### src/hdl/ssf_pkg.sv
/*
  Package for the serial status-flag block: register offsets, field positions,
  reset values, timing constants and the state carriers.
  Assumes a single 40 MHz core clock and a plain strobe register port.
*/
package ssf_pkg;

  // Register offsets (byte addresses on the plain register port)
  localparam logic [3:0] SSF_OFF_CTRL   = 4'h0;
  localparam logic [3:0] SSF_OFF_STATUS = 4'h4;
  localparam logic [3:0] SSF_OFF_DATA   = 4'h8;
  localparam logic [3:0] SSF_OFF_BAUD   = 4'hC;

  // Control field positions
  localparam int SSF_CTRL_TX_ON       = 0;
  localparam int SSF_CTRL_RX_ON       = 1;
  localparam int SSF_CTRL_TXH_IRQ_EN  = 2;
  localparam int SSF_CTRL_TXD_IRQ_EN  = 3;
  localparam int SSF_CTRL_RXF_IRQ_EN  = 4;
  localparam int SSF_CTRL_IDLE_IRQ_EN = 5;

  // Status field positions
  localparam int SSF_ST_TXH  = 7;
  localparam int SSF_ST_TXD  = 6;
  localparam int SSF_ST_RXF  = 5;
  localparam int SSF_ST_IDLE = 4;
  localparam int SSF_ST_OVR  = 3;
  localparam int SSF_ST_NOISE = 2;
  localparam int SSF_ST_FRAME = 1;

  // Reset values
  localparam logic [5:0]  SSF_CTRL_RST = 6'h00;
  localparam logic [15:0] SSF_BAUD_RST = 16'h0001;

  // Timing: sample clock is sixteen times the bit rate
  localparam int SSF_OVERSAMPLE  = 16;
  localparam int SSF_MID_SAMPLE  = 8;
  localparam int SSF_CHAR_BITS   = 10;
  localparam int SSF_CLK_HZ      = 40000000;

  typedef enum logic [3:0] {
    SSF_TX_IDLE  = 4'b0001,
    SSF_TX_START = 4'b0010,
    SSF_TX_DATA  = 4'b0100,
    SSF_TX_STOP  = 4'b1000
  } ssf_tx_state_t;

  typedef enum logic [3:0] {
    SSF_RX_IDLE  = 4'b0001,
    SSF_RX_START = 4'b0010,
    SSF_RX_DATA  = 4'b0100,
    SSF_RX_STOP  = 4'b1000
  } ssf_rx_state_t;

  // Register port request
  typedef struct packed {
    logic [3:0] addr;
    logic [7:0] wdata;
    logic       wr;
    logic       rd;
  } ssf_req_t;

  // Pin-side carrier
  typedef struct packed {
    logic txd;
    logic txd_oe;
  } ssf_pin_t;

endpackage

### src/hdl/ssf_core.sv
/*
  Status-flag and interrupt logic of an asynchronous serial interface,
  with a minimal transmitter, receiver and baud chain around it.
  Assumes: one clock, an asynchronous active-high reset, a register master
  that keeps strobes one cycle long, and a receive pin from outside the
  clock domain (synchronised here).
*/
`timescale 1ns/1ps

// Function
// - Status flags set only by hardware, held until software clears them.
// - Normal data accesses after a flag read form the clearing sequence.
// - Switching transmitter on sets holding-empty and done flags.
// - Holding-empty flag high whenever holding register accepts a character.
// - Holding-empty interrupt requested while flag and its enable are both one.
// - Done flag marks empty queue; interrupts only with its enable set.
// - Clearing transmitter-on only requests stop; current character completes.
// - Only device reset stops the transmitter immediately.
// - Idle transmitter switched off releases pin on a bit-rate tick.
// - Switch-off mid-character finishes it and discards queued characters.
// - After the last character, done and holding-empty flags still set.
// - Five receiver flags, three can interrupt, all readable any time.
// - Receive-full set when a character moves into the holding register.
// - On overrun the new character is dropped, old one kept.
// - Overrun flag set instead of receive-full when previous unread.
// - Noise and framing flags describe held character, never interrupt.
// - Line idle after staying high for one full character time.
// - Idle flag set only on busy-to-idle transition.
// - Bit-rate clock is sample clock divided by sixteen.
module ssf_core
  import ssf_pkg::*;
#(
  parameter int DATA_W = 8
)
(
  input  wire logic          core_clk,
  input  wire logic          rst,
  input  wire ssf_pkg::ssf_req_t req,
  output logic [7:0]         rd_data,
  input  wire logic          rxd,
  output ssf_pkg::ssf_pin_t  pin,
  output logic               irq
);
  import ssf_pkg::*;
  typedef struct packed {
    logic [5:0]        ctrl;
    logic [15:0]       baud;
    logic [15:0]       div_cnt;
    logic [3:0]        tx_sub;
    logic [3:0]        tx_bit;
    logic [DATA_W-1:0] tx_shift;
    ssf_tx_state_t     tx_st;
    logic [DATA_W-1:0] tx_hold;
    logic              tx_hold_full;
    logic              txd;
    logic              txd_oe;
    logic              txh;
    logic              txd_done;
    logic              txh_seen;
    logic              txd_seen;
    logic              sync1;
    logic              sync2;
    ssf_rx_state_t     rx_st;
    logic [3:0]        rx_sub;
    logic [3:0]        rx_bit;
    logic [DATA_W-1:0] rx_shift;
    logic [2:0]        rx_votes;
    logic              rx_noisy;
    logic [DATA_W-1:0] rx_hold;
    logic              rxf;
    logic              ovr;
    logic              noise;
    logic              frame;
    logic              idle;
    logic              rx_busy;
    logic [7:0]        idle_cnt;
    logic              rx_seen;
    logic [7:0]        rd_data;
    logic              irq;
  } ssf_state_t;

  ssf_state_t cur_ff;
  ssf_state_t nxt_cur;
  logic       samp_tick;
  logic       bit_tick_tx;
  logic [7:0] status_v;
  logic       mid_sample;

  // Sample clock enable from the programmable divider
  assign samp_tick   = (cur_ff.div_cnt == 16'h0000);
  // Transmit bit tick each sixteenth sample tick
  assign bit_tick_tx = samp_tick && (cur_ff.tx_sub == 4'(SSF_OVERSAMPLE - 1));
  assign mid_sample  = samp_tick && (cur_ff.rx_sub == 4'(SSF_MID_SAMPLE + 1)); // All votes in

  // Status view; every receiver flag readable at any time
  always_comb
  begin
    status_v               = 8'h00;
    status_v[SSF_ST_TXH]   = cur_ff.txh;
    status_v[SSF_ST_TXD]   = cur_ff.txd_done;
    status_v[SSF_ST_RXF]   = cur_ff.rxf;
    status_v[SSF_ST_IDLE]  = cur_ff.idle;
    status_v[SSF_ST_OVR]   = cur_ff.ovr;
    status_v[SSF_ST_NOISE] = cur_ff.noise;
    status_v[SSF_ST_FRAME] = cur_ff.frame;
  end

  // Whole next-state computation
  always_comb
  begin
    logic rd_stat;
    logic wr_data;
    logic rd_data_acc;
    logic load_tx;
    logic char_done;
    logic rx_store;
    rd_stat     = req.rd && (req.addr == SSF_OFF_STATUS);
    wr_data     = req.wr && (req.addr == SSF_OFF_DATA);
    rd_data_acc = req.rd && (req.addr == SSF_OFF_DATA);
    load_tx     = 1'b0;
    char_done   = 1'b0;
    rx_store    = 1'b0;
    nxt_cur     = cur_ff;

    // Baud divider
    if (samp_tick)
      nxt_cur.div_cnt = cur_ff.baud;
    else
      nxt_cur.div_cnt = cur_ff.div_cnt - 16'h0001;
    if (samp_tick)
      nxt_cur.tx_sub = cur_ff.tx_sub + 4'h1;

    // Register writes
    if (req.wr && req.addr == SSF_OFF_CTRL)
    begin
      nxt_cur.ctrl = req.wdata[5:0];
      if (req.wdata[SSF_CTRL_TX_ON] && !cur_ff.ctrl[SSF_CTRL_TX_ON])
      begin
        nxt_cur.txh      = 1'b1;
        nxt_cur.txd_done = 1'b1;
        nxt_cur.txd_oe   = 1'b1;
      end
    end
    if (req.wr && req.addr == SSF_OFF_BAUD)
      nxt_cur.baud = {8'h00, req.wdata};

    // Status read arms the clears for flags seen set
    if (rd_stat)
    begin
      nxt_cur.txh_seen = cur_ff.txh;
      nxt_cur.txd_seen = cur_ff.txd_done;
      nxt_cur.rx_seen  = cur_ff.rxf | cur_ff.ovr | cur_ff.idle | cur_ff.noise | cur_ff.frame;
    end

    // Data write: fills holding register and clears seen transmit flags
    if (wr_data && cur_ff.ctrl[SSF_CTRL_TX_ON] && !cur_ff.tx_hold_full)
    begin
      nxt_cur.tx_hold      = req.wdata[DATA_W-1:0];
      nxt_cur.tx_hold_full = 1'b1;
      if (cur_ff.txh_seen)
        nxt_cur.txh = 1'b0;
      if (cur_ff.txd_seen)
        nxt_cur.txd_done = 1'b0;
      nxt_cur.txh_seen = 1'b0;
      nxt_cur.txd_seen = 1'b0;
    end

    // Transmitter sequencer
    unique case (cur_ff.tx_st)
      SSF_TX_IDLE:
      begin
        nxt_cur.txd = 1'b1;
        if (!nxt_cur.ctrl[SSF_CTRL_TX_ON] && bit_tick_tx) // Same-cycle enable wins
          nxt_cur.txd_oe = 1'b0;
        if (cur_ff.tx_hold_full && cur_ff.ctrl[SSF_CTRL_TX_ON] && bit_tick_tx)
        begin
          load_tx = 1'b1;
          nxt_cur.tx_shift = cur_ff.tx_hold;
          nxt_cur.txd      = 1'b0;
          nxt_cur.tx_st    = SSF_TX_START;
        end
      end
      SSF_TX_START:
        if (bit_tick_tx)
        begin
          nxt_cur.txd    = cur_ff.tx_shift[0];
          nxt_cur.tx_bit = 4'h0;
          nxt_cur.tx_st  = SSF_TX_DATA;
        end
      SSF_TX_DATA:
        if (bit_tick_tx)
        begin
          nxt_cur.tx_shift = cur_ff.tx_shift >> 1;
          if (cur_ff.tx_bit == 4'(DATA_W - 1))
          begin
            nxt_cur.txd   = 1'b1;
            nxt_cur.tx_st = SSF_TX_STOP;
          end
          else
          begin
            nxt_cur.txd    = cur_ff.tx_shift[1];
            nxt_cur.tx_bit = cur_ff.tx_bit + 4'h1;
          end
        end
      SSF_TX_STOP:
        if (bit_tick_tx)
        begin
          // Character finishes even when tx_on was cleared meanwhile
          char_done     = 1'b1;
          nxt_cur.tx_st = SSF_TX_IDLE;
        end
    endcase

    // Holding register moves to shifter: room again in the queue
    if (load_tx)
    begin
      nxt_cur.tx_hold_full = 1'b0;
      nxt_cur.txh          = 1'b1;
    end
    // Switched off: queued characters dropped
    if (!cur_ff.ctrl[SSF_CTRL_TX_ON] && cur_ff.tx_hold_full)
      nxt_cur.tx_hold_full = 1'b0;
    // Queue drained: done flag, also after switch-off
    if (char_done && (!cur_ff.tx_hold_full || !cur_ff.ctrl[SSF_CTRL_TX_ON]))
    begin
      nxt_cur.txd_done = 1'b1;
      nxt_cur.txh      = 1'b1;
    end

    // Receive pin synchroniser
    nxt_cur.sync1 = rxd;
    nxt_cur.sync2 = cur_ff.sync1;

    // Receiver with 3-sample majority around bit centre
    if (samp_tick)
      nxt_cur.rx_sub = cur_ff.rx_sub + 4'h1;
    if (samp_tick && cur_ff.rx_sub >= 4'(SSF_MID_SAMPLE - 2) && cur_ff.rx_sub <= 4'(SSF_MID_SAMPLE))
      nxt_cur.rx_votes = {cur_ff.rx_votes[1:0], cur_ff.sync2};
    unique case (cur_ff.rx_st)
      SSF_RX_IDLE:
        if (!cur_ff.sync2 && cur_ff.ctrl[SSF_CTRL_RX_ON])
        begin
          nxt_cur.rx_sub   = 4'h0;
          nxt_cur.rx_noisy = 1'b0;
          nxt_cur.rx_st    = SSF_RX_START;
        end
      SSF_RX_START:
        if (mid_sample)
          nxt_cur.rx_st = cur_ff.rx_votes[1] ? SSF_RX_IDLE : SSF_RX_DATA;
      SSF_RX_DATA:
        if (mid_sample)
        begin
          nxt_cur.rx_shift = {(cur_ff.rx_votes[1] & cur_ff.rx_votes[0]) |
                              (cur_ff.rx_votes[1] & cur_ff.rx_votes[2]) |
                              (cur_ff.rx_votes[0] & cur_ff.rx_votes[2]),
                              cur_ff.rx_shift[DATA_W-1:1]};
          if ((|cur_ff.rx_votes) && !(&cur_ff.rx_votes)) // Any disagreement among votes
            nxt_cur.rx_noisy = 1'b1;
          nxt_cur.rx_bit = cur_ff.rx_bit + 4'h1;
          if (cur_ff.rx_bit == 4'(DATA_W - 1))
            nxt_cur.rx_st = SSF_RX_STOP;
        end
      SSF_RX_STOP:
        if (mid_sample)
        begin
          rx_store       = 1'b1;
          nxt_cur.rx_st  = SSF_RX_IDLE;
        end
    endcase
    if (cur_ff.rx_st == SSF_RX_IDLE)
      nxt_cur.rx_bit = 4'h0;

    // Receive data read clears all five receiver flags once a status read saw any set
    if (rd_data_acc && cur_ff.rx_seen)
    begin
      nxt_cur.rxf     = 1'b0;
      nxt_cur.ovr     = 1'b0;
      nxt_cur.idle    = 1'b0;
      nxt_cur.noise   = 1'b0;
      nxt_cur.frame   = 1'b0;
      nxt_cur.rx_seen = 1'b0;
    end
    // Completed character: set wins over a same-cycle clear
    if (rx_store)
    begin
      if (cur_ff.rxf && !(rd_data_acc && cur_ff.rx_seen))
        nxt_cur.ovr = 1'b1;
      else
      begin
        nxt_cur.rx_hold = cur_ff.rx_shift;
        nxt_cur.rxf     = 1'b1;
        nxt_cur.noise   = cur_ff.rx_noisy;
        nxt_cur.frame   = !cur_ff.rx_votes[1];
      end
    end

    // Idle detection: one character of continuous high after activity
    if (!cur_ff.sync2)
    begin
      nxt_cur.idle_cnt = 8'h00;
      nxt_cur.rx_busy  = 1'b1;
    end
    else if (samp_tick && cur_ff.rx_busy)
    begin
      if (cur_ff.idle_cnt == 8'(SSF_CHAR_BITS * SSF_OVERSAMPLE - 1))
      begin
        nxt_cur.idle    = 1'b1;
        nxt_cur.rx_busy = 1'b0;
      end
      else
        nxt_cur.idle_cnt = cur_ff.idle_cnt + 8'h01;
    end

    // Read data one cycle after strobe
    nxt_cur.rd_data = 8'h00;
    if (req.rd)
      unique case (req.addr)
        SSF_OFF_CTRL:   nxt_cur.rd_data = {2'b00, cur_ff.ctrl};
        SSF_OFF_STATUS: nxt_cur.rd_data = status_v;
        SSF_OFF_DATA:   nxt_cur.rd_data = 8'(cur_ff.rx_hold);
        SSF_OFF_BAUD:   nxt_cur.rd_data = cur_ff.baud[7:0];
        default:        nxt_cur.rd_data = 8'h00;
      endcase

    // Interrupt request; noise and framing never take part
    nxt_cur.irq = (nxt_cur.txh      & nxt_cur.ctrl[SSF_CTRL_TXH_IRQ_EN]) |
                  (nxt_cur.txd_done & nxt_cur.ctrl[SSF_CTRL_TXD_IRQ_EN]) |
                  ((nxt_cur.rxf | nxt_cur.ovr) & nxt_cur.ctrl[SSF_CTRL_RXF_IRQ_EN]) |
                  (nxt_cur.idle & nxt_cur.ctrl[SSF_CTRL_IDLE_IRQ_EN]);
  end

  // State register; reset abandons any character at once
  always_ff @(posedge core_clk or posedge rst)
  begin
    if (rst)
    begin
      cur_ff       <= '0;
      cur_ff.ctrl  <= SSF_CTRL_RST;
      cur_ff.baud  <= SSF_BAUD_RST;
      cur_ff.tx_st <= SSF_TX_IDLE;
      cur_ff.rx_st <= SSF_RX_IDLE;
      cur_ff.txd   <= 1'b1;
      cur_ff.sync1 <= 1'b1;
      cur_ff.sync2 <= 1'b1;
    end
    else
      cur_ff <= nxt_cur;
  end

  assign rd_data    = cur_ff.rd_data;
  assign pin.txd    = cur_ff.txd;
  assign pin.txd_oe = cur_ff.txd_oe;
  assign irq        = cur_ff.irq;

  // Checks
  property p_ovr_keeps_hold;
    @(posedge core_clk) disable iff (rst)
      (cur_ff.ovr && !$past(cur_ff.ovr)) |-> $stable(cur_ff.rx_hold);
  endproperty
  a_ovr_keeps_hold: assert property (p_ovr_keeps_hold) else $error("hold changed on overrun");
  property p_irq_or;
    @(posedge core_clk) disable iff (rst)
      (cur_ff.txh && cur_ff.ctrl[SSF_CTRL_TXH_IRQ_EN]) |-> irq;
  endproperty
  a_irq_or: assert property (p_irq_or) else $error("missing interrupt");
  property p_nf_no_irq;
    @(posedge core_clk) disable iff (rst)
      (cur_ff.ctrl[5:2] == 4'h0) |-> !irq;
  endproperty
  a_nf_no_irq: assert property (p_nf_no_irq) else $error("interrupt without enable");
  property p_tx_on_sets;
    @(posedge core_clk) disable iff (rst)
      (req.wr && req.addr == SSF_OFF_CTRL && req.wdata[0] && !cur_ff.ctrl[0])
        |=> (cur_ff.txh && cur_ff.txd_done);
  endproperty
  a_tx_on_sets: assert property (p_tx_on_sets) else $error("flags not set on enable");
  property p_done_sets;
    @(posedge core_clk) disable iff (rst)
      (cur_ff.tx_st == SSF_TX_STOP && bit_tick_tx && !cur_ff.tx_hold_full) |=> cur_ff.txd_done;
  endproperty
  a_done_sets: assert property (p_done_sets) else $error("done flag missing");
  property p_off_drops;
    @(posedge core_clk) disable iff (rst)
      (!cur_ff.ctrl[0] && cur_ff.tx_hold_full) |=> !cur_ff.tx_hold_full;
  endproperty
  a_off_drops: assert property (p_off_drops) else $error("queue kept after off");
  property p_oe_on_tick;
    @(posedge core_clk) disable iff (rst)
      $fell(cur_ff.txd_oe) |-> $past(bit_tick_tx);
  endproperty
  a_oe_on_tick: assert property (p_oe_on_tick) else $error("pin release off tick");
  property p_stop_completes;
    @(posedge core_clk) disable iff (rst)
      (cur_ff.tx_st == SSF_TX_DATA && $fell(cur_ff.ctrl[0])) |=> cur_ff.tx_st != SSF_TX_IDLE;
  endproperty
  a_stop_completes: assert property (p_stop_completes) else $error("char abandoned");

endmodule

### config.mk
export PLATFORM = sky130hd
export DESIGN_NAME = ssf_core
export DESIGN_NICKNAME = d
export VERILOG_FILES = /design/src/hdl/ssf_pkg.sv /design/src/hdl/ssf_core.sv
export SDC_FILE = /design/constraint.sdc
export NUM_CORES = 1
export LEC_CHECK = 0
export BUFFER_PORTS_ARGS = -buffer_cell sky130_fd_sc_hd__buf_2
export CORE_MARGIN = 2
export CORE_UTILIZATION = 55
export DETAILED_ROUTE_END_ITERATION = 10
export PLACE_DENSITY_LB_ADDON = 0.2
export RECOVER_POWER = 25
export SYNTH_ARGS = -nofsm -noshare
export SYNTH_HDL_FRONTEND = slang
export SYNTH_SLANG_ARGS = --single-unit
### constraint.sdc
create_clock -name core_clk -period 3.5 [get_ports core_clk]
set_input_delay 0.175 -clock core_clk [delete_from_list [all_inputs] [get_ports core_clk]]
set_output_delay 0.175 -clock core_clk [all_outputs]
set_load 0.01 [all_outputs]
After elaboration in Yosys (flattened, before gate mapping):

Index checks and enable logic that the tools add are counted.

* input port bits: 17
* logic and storage cells: 211
* output and inout port bits: 11
* flip-flop bits (word level): 123

* multiplexer cells: 66
* reductions and logical operators: 53
* equal/unequal tests: 31
* bitwise operators: 18
* add/subtract/negate cells: 6
* magnitude comparators: 2

Operators by type and width (number)
* 4-bit 2-to-1 mux: 14
* 12-bit 2-to-1 mux: 3
* 16-bit 2-to-1 mux: 2
* 4-bit one-hot mux with 4 select lines: 2
* 8-bit one-hot mux with 4 select lines: 1
* 1-bit 2-to-1 mux: 26
* 2-bit != test (second input constant): 13
* 4-bit == test (second input constant): 6
* 8-bit 2-to-1 mux: 3
* 1-bit logical AND: 22
* 4-bit by 3-bit == test with 1-bit output (second input constant): 5
* 4-bit by 1-bit adder with 4-bit output (second input constant): 4
* 16-bit zero test: 1
* 8-bit one-hot mux with 2 select lines: 1
* 16-bit by 1-bit subtractor with 16-bit output (second input constant): 1
* 2-bit nonzero test: 6
* 10-bit 2-to-1 mux: 1
* 1-bit OR: 10
* 2-bit AND reduction: 5
* 5-bit AND reduction: 2
* 3-bit 2-to-1 mux: 3
* 9-bit 2-to-1 mux: 1
* 3-bit AND reduction: 3
* 8-bit by 1-bit adder with 8-bit output (second input constant): 1
* other kinds (20): 40

Depth between registers and ports, before layout:

Gate-level depths: netlist of run 1.

* depth in word-level cells: 12
* gate-level depth with buffers: 9

Worst setup path after synthesis of run 1:

No wires, ideal clock.

* kind: reg2reg
* start: register cur_ff[93] in the netlist's numbering
* end: register cur_ff[88] in the netlist's numbering
* arrival time: 1.865 ns
* path slack: 1.566 ns
* path buffers: 1
* cell stages (with the launch flop): 9
* path through: dfrtp_1 inv_1 ha_1 nor4b_2 and4_1 buf_6 nand4_4 or4_1 nand3_1

* cells in the longest elaborated chain, start to end: 4
* elaborated cells on any way between the ends: 5
* those cells by class: 2 x eq/ne; 3 x reduce/logical

Ends and longest elaborated chain
* start: declaration: RTL line ssf_core.sv:82 `ssf_state_t cur_ff;`
* start signal: assignment: RTL line ssf_core.sv:347 `cur_ff <= nxt_cur;`
* 16-bit zero test (*): RTL line ssf_core.sv:90 `assign samp_tick = (cur_ff.div_cnt == 16'h0000);`
* 1-bit logical AND (*): RTL line ssf_core.sv:92 `assign bit_tick_tx = samp_tick && (cur_ff.tx_sub == 4'(SSF_OVERSAMPLE - 1));`
* 2-bit != test (no line)
* 4-bit AND reduction (no line) (*)

Mark *: on every way between the ends. The rest lies on a longest branch, timed or not.
A chain may end at the register's enable or synchronous reset.

Worst setup path after layout of run 1:

* start: register cur_ff[93] in the netlist's numbering
* end: register cur_ff[47] in the netlist's numbering

* cells in the longest elaborated chain, start to end: 4

Ends and longest elaborated chain
* 16-bit zero test: RTL line ssf_core.sv:90
* 1-bit logical AND: RTL line ssf_core.sv:93 `assign mid_sample = samp_tick && (cur_ff.rx_sub == 4'(SSF_MID_SAMPLE + 1));`
* 2-bit nonzero test (no line)
* 2-bit AND reduction (no line)

Every way passes these cells.

==> flow_results.org, run 1 <==
** Yosys
- Synthesis produced a netlist with a net count of 616.
- The number of different library cells used by synthesis comes to 61.
- The average instance in the mapped netlist occupies 10.22 µm².
- Of the synthesized area, sequential elements account for 0.5116.
- Among all flip-flop cells after synthesis, the most frequent one is sky130_fd_sc_hd__dfrtp_1.
- Number of cells produced by synthesis :: 590
- Synth Cell Area :: 6031 µm²
- Counting flops with an async set or reset pin after synthesis yields a share of 1.000.
- In this run, synthesis inferred 0 flip-flops with an integrated enable.
- Synthesis Warnings :: 0
- Counting flops and latches in the post-synthesis netlist gives 123.

** Flow run
- Max-cap viol count :: 1

** Timing
- Actual transition at the worst max-transition pin :: 1.888 ns
- The max-slew violation count is 45.
- Final clock period utilization by the worst path :: 0.8079
- Highest achievable clock rate :: 353.7 MHz
- Clock Skews :: 0.008550 ns
- Counting I/O delays and the setup requirement, the final critical path takes 2.828 ns.
- Final hold vios :: 0
- Worst slew margin relative to its limit :: -0.2655
- RSZ-0062 raised after global routing :: false
- Number of setup violations in the final report :: 0
- Setup total negative slack :: 0 ns

** Clocking
- Level count of the clock H-tree :: 4
- In this run, CTS created clock tree buffers numbering 17.
- TritonCTS built the clock tree.
- Counting every sink on the clock net gives 123.
- Max clock buf depth :: 2
- Insertion delay to the later sink of the worst-skew pair :: 0.54 ns
- Master cell of the clock root buffer :: sky130_fd_sc_hd__clkbuf_8
- CTS clock-pin slew for the worst setup and hold paths :: 0.06 ns

** Floorplan
- Starting density of the core :: 0.5612
- The die is 108.7 µm tall.
- Count of boundary I/O pins :: 28
- Core Box Area :: 10,750 µm²
- The die is 108.7 µm wide.
- Overall die area :: 11,820 µm²
- Number of rows created at floorplan :: 38

** GRT
- The first global-routing pass estimated 21,810 µm of wire.
- In the global route stage, overall resource usage came out at 0.2440.
- Vias in the first global route :: 4,391
- The number of antenna violations at the first check in global routing came to 0.
- The total overflow left after global routing is 0.
- Largest net degree at the start of global routing :: 81

** Run status
- The run finished, with violations left.
- The final reports fail on capacitance limit, slew limit.

** Place
- At the end of routability-driven placement, the weighted congestion stood at 0.8670.
- In this run the tool buffered the top-level ports with 27 buffer cells.
- Detailed placement HPWL :: 8834 µm
- Placed inst area :: 6213 µm²

** Detailed routing
- Post-route DRC :: 0
- First-pass iteration count of the detailed router :: 5
- Met3 WL :: 616 µm
- Count of vias placed by the detailed router :: 4,423
- Highest metal layer used by the detailed router :: met4
- Wire length after detailed routing :: 13,300 µm
- Post-DRT Antenna Nets :: 0
- Routed vias/inst :: 5.729
- The detailed router finished its first iteration with 406 violations.
- Routed length per placed instance :: 17.22 µm
- Total met2 wirelength after detailed routing :: 6342 µm
- DRT met1 WL :: 5977 µm

** Worst hold path
- Hold Path Stages :: 4
- For hold timing, the worst endpoint is rd_data[7].
- The startpoint identified for the worst hold timing path is req[10].
- The worst hold path belongs to the class in -> reg.

** Power
- Combinational Power Share :: 0.119
- Worst voltage drop across the vdd grid :: 0.4718 mV
- Power spread over the standard cell area amounts to 617.5 nW/µm².
- Total net switching power :: 0.001177 W
- Fraction of power spent switching nets :: 0.2746
- Cell internal power was estimated by the tool at 0.003109 W.
- Of the total power, registers draw 0.440.
- Leakage power figure :: 3.148 nW
- Proportion of power drawn by the clock network :: 0.441

** Layout
- Share of post-route cells with drive strength above 1 :: 0.1788
- Commonest cells after routing, fill and taps aside :: 117 x sky130_fd_sc_hd__dfrtp_1, 95 x sky130_fd_sc_hd__nand2_1, 53 x sky130_fd_sc_hd__nor2_1
- Post-layout instance area :: 6939 µm²
- For this run, the post-layout net count is 645.
- Syn-to-layout area delta :: 15.06%
- Most common cell after layout, fill and taps aside :: sky130_fd_sc_hd__dfrtp_1
- Antenna fix cells :: 0

** Setup path
- The worst setup path is launched from a flop.
- Type of element capturing the critical path :: flop
- Critical path required time :: 3.96 ns
- The worst register-to-register path ends at cur_ff[47].
- Data arrival time of the critical path :: 3.29 ns
- The setup check on the worst reg-to-reg path leaves a slack of 0.67 ns.
- In this run the critical register-to-register path is launched from cur_ff[93].
- Critical Setup Path Class :: reg -> reg
- CP max FO :: 20
- Counting cells, the worst reg-to-reg path comes to 7.
## cell usage after synthesis, types with 6 or more instances
library cell	n	area, µm²
sky130_fd_sc_hd__nor2_1	52	195.2
sky130_fd_sc_hd__buf_4	11	82.58
sky130_fd_sc_hd__inv_1	15	56.30
sky130_fd_sc_hd__nand2_1	95	356.6
sky130_fd_sc_hd__dfstp_2	6	157.7
sky130_fd_sc_hd__a31oi_1	14	87.58
sky130_fd_sc_hd__xnor2_1	14	122.6
sky130_fd_sc_hd__ha_1	9	112.6
sky130_fd_sc_hd__o21ai_0	25	125.1
sky130_fd_sc_hd__a21oi_1	13	65.06
sky130_fd_sc_hd__mux2_2	31	349.1
sky130_fd_sc_hd__a21boi_0	7	52.55
sky130_fd_sc_hd__and2_1	10	62.56
sky130_fd_sc_hd__nor4_1	6	37.54
sky130_fd_sc_hd__nand2b_1	10	62.56
sky130_fd_sc_hd__nand3_1	19	95.09
sky130_fd_sc_hd__clkbuf_1	13	48.80
sky130_fd_sc_hd__xor2_1	11	96.34
sky130_fd_sc_hd__nor3_1	14	70.07
sky130_fd_sc_hd__or4_1	7	52.55
sky130_fd_sc_hd__dfrtp_1	117	2928
sky130_fd_sc_hd__nand4_1	8	50.05
## worst max-delay path by stage
stage                        to        from  cells after the start  slack (ns)
global route         cur_ff[20]         rst                      4        0.40
finish               cur_ff[47]  cur_ff[93]                      7        0.67
CTS                  cur_ff[47]  cur_ff[93]                      7        0.62
global placement     cur_ff[47]  cur_ff[93]                      7        0.80
detailed placement   cur_ff[47]  cur_ff[93]                      7        0.65
floorplan           cur_ff[100]         rst                      1        0.06
## power by group through the flow
stage          Clock, W  Combinational (W)  Sequential (W)
2_1_floorplan         0           0.000425         0.00181
3_3_place_gp          0           0.000483         0.00188
3_5_place_dp          0           0.000501         0.00190
4_1_cts         0.00192           0.000519         0.00188
5_1_grt         0.00198           0.000583         0.00191
6_report        0.00189           0.000512         0.00188
## worst max-delay path, cell delays in order (launching register included)
cell and delay (ns):
sky130_fd_sc_hd__dfrtp_1 0.40, sky130_fd_sc_hd__inv_1 0.09, sky130_fd_sc_hd__ha_1 0.14, sky130_fd_sc_hd__nor4b_2 0.29, sky130_fd_sc_hd__and4_1 0.72, sky130_fd_sc_hd__nand3_1 0.49
sky130_fd_sc_hd__or3_1 0.49, sky130_fd_sc_hd__a21oi_1 0.14
## per-layer routing
layer  vias to the layer above  track usage
met3                        29      0.05858
met1                      2164       0.3213
met2                       108       0.3826
met5                         -            0
met4                         0       0.1145
li1                       2122            -
## layout make-up
type                       instances  area, µm²
fill                             822       3806
sequential                       123       3085
multi-input combinational        419       2701
clock buffer                      17      414.1
timing repair buffer              43      281.5
clock inverter                    15      224.0
tap                              140      175.2
inverter                          15      57.56
## repair_timing
item,in CTS,in global routing
setup endpoints to repair,0,0
buffers inserted,0,0
gates resized for setup,0,0
endpoints found under the hold margin,67,0
hold buffers,11,0
## state kept, by name, indices dropped and copies added (netlist names)
name     cells
cur_ff     112
pin          2
rd_data      8
irq          1
## stage by stage
step	total power, W	hold slack, ns	util	cells	setup WS (ns)
floorplan	0.002234	0.1795	-	590	0.06405
global placement	0.002364	0.2707	0.5782	729	0.7987
detailed placement	0.002401	0.2801	0.5782	729	0.6492
CTS	0.004320	0.05965	0.6479	772	0.6221
global route	0.004481	0.09762	0.6458	772	0.4042
finish	0.004285	0.06766	0.6458	772	0.6724
## cell families (layout without fill, tap and decap cells)
| family | Yosys count | after routing | share of synthesized area |
|---|---|---|---|
| and+or+nand+nor | 259 | 259 | 0.2187 |
| DFF | 123 | 123 | 0.5116 |
| AOI/OAI and AO/OA | 85 | 85 | 0.09066 |
| buffers and inverters | 48 | 90 | 0.03921 |
| muxes | 41 | 41 | 0.08485 |
| xor gates and xnor gates | 25 | 25 | 0.03631 |
| adders and majority gates | 9 | 9 | 0.01867 |
Power figures use the tool's default switching activity.
==> run 2, diff against run 1 <==
==> constraint.sdc (replaced) <==
create_clock -name core_clk -period 2.9 [get_ports core_clk]
set_input_delay 0.145 -clock core_clk [delete_from_list [all_inputs] [get_ports core_clk]]
set_output_delay 0.145 -clock core_clk [all_outputs]
set_load 0.01 [all_outputs]
==> flow_results.org, run 2 (same netlist as run 1, synthesis figures left out) <==
** Run status
- Outcome :: finished clean

** Floorplan
- Die height :: 108.7 µm
- The die covers 11,820 µm².
- X dimension of the die :: 108.7 µm
- The total area inside the core boundary comes to 10,750 µm².
- Count of boundary I/O pins :: 28
- The initialized floorplan defines 38 standard-cell rows.
- Starting density of the core :: 0.5612

** Setup path
- Cell with the largest stage delay on the worst path :: sky130_fd_sc_hd__or3_1
- Critical Setup Path Class :: reg -> reg
- Type of element capturing the critical path :: flop
- CP Buf/Inv Count :: 2
- For this run, the slowest stage of the critical path takes 0.45 ns.
- The critical path goes through inv_1 > ha_1 > nor4b_2 > and4_1 > buf_4 > nand3_1 > or3_1 > a21oi_1.
- Crit start category :: flop
- Data arrival time of the critical path :: 2.97 ns
- CP top delay family :: simple AND/OR/NAND/NOR gates
- In this run the worst path has a maximum fanout of 30.
- Critical path required time :: 3.36 ns

** Layout
- Most common cell after layout, fill and taps aside :: sky130_fd_sc_hd__dfrtp_1
- The filler cells instantiated in the layout total 833.
- Largest register FFs :: 112
- In the final layout, the share of cells above drive strength 1 is 0.1843.
- Antenna fix cells :: 0
- Syn-to-layout area delta :: 15.56%
- Register ranked first by flip-flop count :: cur_ff
- Total Nets Final :: 649
- In the layout the commonest cells are 117 x sky130_fd_sc_hd__dfrtp_1, 95 x sky130_fd_sc_hd__nand2_1, 52 x sky130_fd_sc_hd__nor2_1.

** Clocking
- The number of clock buffers added by TritonCTS is 17.
- Post-CTS resize count :: 0
- The later pin in the worst-skew pair is clocked with a latency of 0.53 ns.
- Count of clock tree sinks :: 123
- The H-tree was split into 4 levels.
- TritonCTS built the clock tree.
- Buffers added to address setup during post-CTS repair amount to 0.
- Clock tree synthesis selected as its root buffer the cell sky130_fd_sc_hd__clkbuf_8.
- Clock-pin slew was measured on the worst setup and hold paths at 0.06 ns.
- The clock passes through at most 2 buffers.
- For this design, the CTS-stage hold fixing added 11 buffers.

** Place
- Count of port buffers added during placement :: 27
- RD Place Congestion :: 0.8459
- Detailed placement HPWL :: 8815 µm
- At the placement stage, the worst setup path has a slack of 0.3806 ns.

** Detailed routing
- Dividing the detail-routed wire length by the instance count gives 16.75 µm.
- The count of nets left with antenna violations once routing finished came out at 0.
- Wire length after detailed routing :: 12,980 µm
- First-pass iteration count of the detailed router :: 4
- Detailed routing inserted a total of 4,431 vias.
- In this run, the number of DRC markers left after iteration 0 of detailed routing was 356.
- Post-route DRC :: 0
- Routed vias/inst :: 5.717

** Flow run
- Across the run, the number of max-cap violations was 0.

** Timing
- Tmin final :: 2.510 ns
- After routing, the total negative slack on setup checks comes to 0 ns.
- Highest achievable clock rate :: 398.4 MHz
- Actual transition at the worst max-transition pin :: 1.180 ns
- For the final database, setup skew stands at 0.008070 ns.
- Worst slew margin relative to its limit :: 0.2088
- In the finished design, the share of the clock period the worst path needs comes to 0.8655.
- The number of hold violations in the final report was 0.
- Setup violations remaining at the end of the flow were counted as 0.
- Setup repair after global routing left no endpoint under its margin.
- Once routing completed, OpenROAD measured the worst setup slack at 0.3902 ns.
- The max-slew violation count came to 0.

** GRT
- First-pass GRT wire length :: 21,740 µm
- For this run, the total global-route usage over all layers was measured as 0.2432.
- Entering global routing, the biggest net connects 71 pins.
- The via count of the first global-routing pass was 4,410.
- Antenna violations before repair :: 0
- Total overflow reported by the global router :: 0

** Power
- For this design the static power due to leakage is 3.169 nW.
- Dividing total power by cell area gives a power density of 731.3 nW/µm².
- Worst voltage drop across the vdd grid :: 0.4561 mV

** Worst hold path
- The path class of the tightest hold or removal check is in -> reg.
run 2: cell count changes in the layout (fill, tap and decap cells not counted), moves of 2 or more:
cell | before | now
sky130_fd_sc_hd__buf_4 | 4 | 8
sky130_fd_sc_hd__inv_6 | 0 | 3
sky130_fd_sc_hd__and2_1 | 7 | 10
sky130_fd_sc_hd__clkinv_4 | 3 | 1
sky130_fd_sc_hd__and2_0 | 4 | 1
run 2: worst paths after layout:
kind	depth (start not counted)	startpoint	end	slack (ns)
min in group asynchronous	3	rst	cur_ff[12]	0.38
worst max-delay path	8	cur_ff[93]	cur_ff[47]	0.39
worst min register to register	0	cur_ff[57]	cur_ff[56]	0.36
max in group asynchronous	4	rst	cur_ff[56]	1.56
worst min-delay path	4	req[10]	rd_data[6]	0.04
worst max register to register	8	cur_ff[93]	cur_ff[47]	0.39
run 2: cell type report:
cell class	count	area [µm²]	share of cell area
Sequential cell	123	3085	0.4427
Inverter	15	57.56	0.008259
Multi-Input combinational cell	419	2709	0.3887
Clock inverter	13	190.2	0.02729
Clock buffer	18	427.9	0.06140
Timing Repair Buffer	47	324.1	0.04650
Tap cell	140	175.2	0.02513
run 2: through the flow:
step	util	power (W)	cell area, µm²	instances	hold WS, ns
finish	0.6486	0.005097	6969	775	0.04349
global route	0.6486	0.005350	6969	775	0.05981
CTS	0.6489	0.005132	6973	775	0.006214
detailed placement	0.5812	0.002897	6245	733	0.2438
global placement	0.5812	0.002855	6245	733	0.2394
floorplan	-	0.002696	6035	590	0.1495
run 2: layer usage:
| metal | up-vias | track usage | share of wire |
|---|---|---|---|
| li1 | 2139 | - | - |
| met1 | 2167 | 0.3151 | 0.45 |
| met2 | 98 | 0.3808 | 0.48 |
| met3 | 27 | 0.06276 | 0.045 |
| met4 | 0 | 0.1200 | 0.021 |
| met5 | - | 0 | 0 |
run 2: worst register-to-register path, delay by kind of cell (launching register included):
kind / cells / cell delay (ns)
flip-flops: 1 / 0.41
adder cells (fa/ha/maj): 1 / 0.14
AO/OA/AOI/OAI: 1 / 0.12
AND/OR/NAND/NOR: 4 / 1.38
buffers and inverters: 2 / 0.40
run 2: power breakdown:
| part | internal, W | total, W | leakage, nW | switching [W] |
|---|---|---|---|---|
| Combinational | 0.000310 | 0.000617 | 1.29 | 0.000307 |
| Sequential | 0.00196 | 0.00227 | 1.59 | 0.000304 |
| Clock | 0.00142 | 0.00221 | 0.290 | 0.000791 |
| Total | 0.00369 | 0.00510 | 3.17 | 0.00140 |
==> run 3, diff against run 2 <==
--- a/config.mk
+++ b/config.mk
@@ -10,7 +10,7 @@
 export CORE_UTILIZATION = 55
 export DETAILED_ROUTE_END_ITERATION = 10
 export PLACE_DENSITY_LB_ADDON = 0.2
-export RECOVER_POWER = 25
+export RECOVER_POWER = 50
 export SYNTH_ARGS = -nofsm -noshare
 export SYNTH_HDL_FRONTEND = slang
 export SYNTH_SLANG_ARGS = --single-unit
==> flow_results.org, run 3 (same netlist as run 1, synthesis figures left out) <==
** Setup path
- CP Buf/Inv Count :: 2
- On the critical path, the stage with the largest delay is an instance of sky130_fd_sc_hd__or3_1.
- Critical path required time :: 3.36 ns
- The critical path runs through a total of 8 cells.
- The worst register-to-register path begins at cur_ff[93].
- CP Cell Sequence :: inv_1 > ha_1 > nor4b_2 > and4_1 > buf_4 > nand3_1 > or3_1 > a21oi_1
- In this run the critical register-to-register path is captured at cur_ff[47].
- Counting cells, the worst reg-to-reg path comes to 8.
- Critical Setup Path Class :: reg -> reg
- Data arrives at the worst endpoint at 2.97 ns.
- CP max FO :: 30
- Type of element capturing the critical path :: flop
- Critical path origin :: cur_ff[93]
- The setup check on the worst reg-to-reg path leaves a slack of 0.39 ns.
- Worst setup path end :: cur_ff[47]
- STA classifies the critical path startpoint as a flop.
- On the critical path the largest part of the delay comes from simple AND/OR/NAND/NOR gates.
- Largest stage delay, worst path :: 0.45 ns

** GRT
- Antenna violations before repair :: 0
- Total overflow reported by the global router :: 0
- Largest net degree at the start of global routing :: 71
- Vias in the first global route :: 4,410
- GRT Total Usage :: 0.2432
- The first global-routing pass estimated 21,740 µm of wire.

** Layout
- Compared with the post-synthesis result, the final layout area differs by 15.52%.
- Register ranked first by flip-flop count :: cur_ff
- The repair_antennas step left the layout with diodes totalling 0.
- Most common cell after layout, fill and taps aside :: sky130_fd_sc_hd__dfrtp_1
- At the end of the flow, the number of nets in the layout was 649.
- Of the cells placed in the final design, the portion with a size suffix greater than 1 is 0.1843.
- Largest register FFs :: 112
- In the layout the commonest cells are 117 x sky130_fd_sc_hd__dfrtp_1, 95 x sky130_fd_sc_hd__nand2_1, 52 x sky130_fd_sc_hd__nor2_1.
- Final core area utilization :: 0.6483

** Place
- Count of port buffers added during placement :: 27
- Detailed placement HPWL :: 8815 µm
- Routability-driven placement finished with a final weighted congestion of 0.8459.

** Floorplan
- Core Box Area :: 10,750 µm²
- Overall die area :: 11,820 µm²
- Number of rows created at floorplan :: 38
- Die height :: 108.7 µm
- Starting density of the core :: 0.5612
- From left edge to right edge, the die measures 108.7 µm.
- Count of boundary I/O pins :: 28

** Timing
- Number of slew-limit violations in the final report :: 0
- Worst slew margin relative to its limit :: 0.1996
- Final hold vios :: 0
- RSZ-0062 raised after global routing :: false
- Across the routed clock network, the largest skew measured is 0.007635 ns.
- For the pin with the worst max-slew slack, the measured transition is 1.194 ns.
- For this run, the top clock speed supported by timing is 398.7 MHz.
- Number of setup violations in the final report :: 0
- Setup total negative slack :: 0 ns
- Final clock period utilization by the worst path :: 0.8648
- The clock period could shrink to 2.508 ns.

** Power
- Leakage power figure :: 3.167 nW
- Power density over cell area :: 731.3 nW/µm²
- Worst voltage drop across the vdd grid :: 0.4561 mV

** Detailed routing
- In the routed design, unresolved DRC markers number 0.
- After detailed routing, the average wire length per cell comes to 16.73 µm.
- In this run, the number of DRC markers left after iteration 0 of detailed routing was 388.
- In the routed layout, each cell is associated on average with a via count of 5.739.
- In this run the remaining antenna-violating nets after routing total 0.
- The routed design has 12,970 µm of wire.
- The routed layout has 4,448 vias.
- Before antenna repair, the detailed router went through 4 iterations.

** Clocking
- Max clock buf depth :: 2
- Number of buffers created by CTS :: 17
- Hold bufs inserted after CTS :: 11
- Post-CTS resize count :: 0
- Master cell of the clock root buffer :: sky130_fd_sc_hd__clkbuf_8
- Once the clock tree was built, the setup fixing pass inserted 0 buffers.
- Insertion delay to the later sink of the worst-skew pair :: 0.53 ns
- The tree built by TritonCTS fans out to 123 sinks.
- After clock tree synthesis, the clock-pin slew on the worst setup and hold paths is 0.06 ns.
- CTS built an H-tree with a depth of 4.
- TritonCTS clock tree :: built

** Flow run
- Max-cap viol count :: 0

** Run status
- The flow ran to the end, and the final reports show no timing, DRC or antenna violations.

** Worst hold path
- Worst min-delay path category :: in -> reg
## run 3: changes by cell type in the layout (fill, tap and decap cells not counted), sizes merged
| cell | before | now |
|---|---|---|
| clkbuf | 19 | 20 |
| buf | 35 | 34 |
## run 3: cell type report
| cell class | instances | area (µm²) |
|---|---|---|
| Tap cell | 140 | 175.2 |
| Timing Repair Buffer | 47 | 321.6 |
| Sequential cell | 123 | 3085 |
| Fill cell | 834 | 3779 |
| Inverter | 15 | 57.56 |
| Multi-Input combinational cell | 419 | 2709 |
| Clock inverter | 13 | 190.2 |
| Clock buffer | 18 | 427.9 |
## run 3: report_power, final
| group | switching [W] | internal, W |
|---|---|---|
| registers | 0.000306 | 0.00196 |
| clock network | 0.000789 | 0.00142 |
| logic | 0.000306 | 0.000309 |
## run 3: metrics by stage
stage / cells / cell area [µm²] / setup WS, ns / hold slack [ns] / total power, W
after floorplan: 590 / 6035 / 0.9664 / 0.1495 / 0.002696
after global placement: 733 / 6245 / 0.4934 / 0.2394 / 0.002855
after detailed placement: 733 / 6245 / 0.3806 / 0.2438 / 0.002897
after CTS: 775 / 6973 / 0.3780 / 0.006214 / 0.005132
after global routing: 775 / 6967 / 0.1761 / 0.05981 / 0.005350
final: 775 / 6967 / 0.3920 / 0.04156 / 0.005095
## run 3: worst register-to-register path, cell delays in order, from the launching register on
cell                      delay (ns)
sky130_fd_sc_hd__dfrtp_1        0.41
sky130_fd_sc_hd__inv_1          0.09
sky130_fd_sc_hd__ha_1           0.14
sky130_fd_sc_hd__nor4b_2        0.28
sky130_fd_sc_hd__and4_1         0.27
sky130_fd_sc_hd__buf_4          0.31
sky130_fd_sc_hd__nand3_1        0.38
sky130_fd_sc_hd__or3_1          0.45
sky130_fd_sc_hd__a21oi_1        0.12
## run 3: worst min-delay path by stage
| stage | startpoint | endpoint | cells after the start |
|---|---|---|---|
| after floorplan | rxd | cur_ff[57] | 0 |
| after global placement | rst | cur_ff[12] | 2 |
| after detailed placement | rst | cur_ff[12] | 2 |
| after CTS | req[1] | cur_ff[125] | 3 |
| after global routing | req[10] | rd_data[6] | 4 |
| final | req[10] | rd_data[6] | 4 |
## run 3: routing by layer
metal / share of wire / GRT usage / routed length [µm]
met1: 0.45 / 0.3151 / 5847
met4: 0.023 / 0.1200 / 300
met3: 0.046 / 0.06276 / 593
met2: 0.48 / 0.3808 / 6227
met5: 0 / 0 / 0
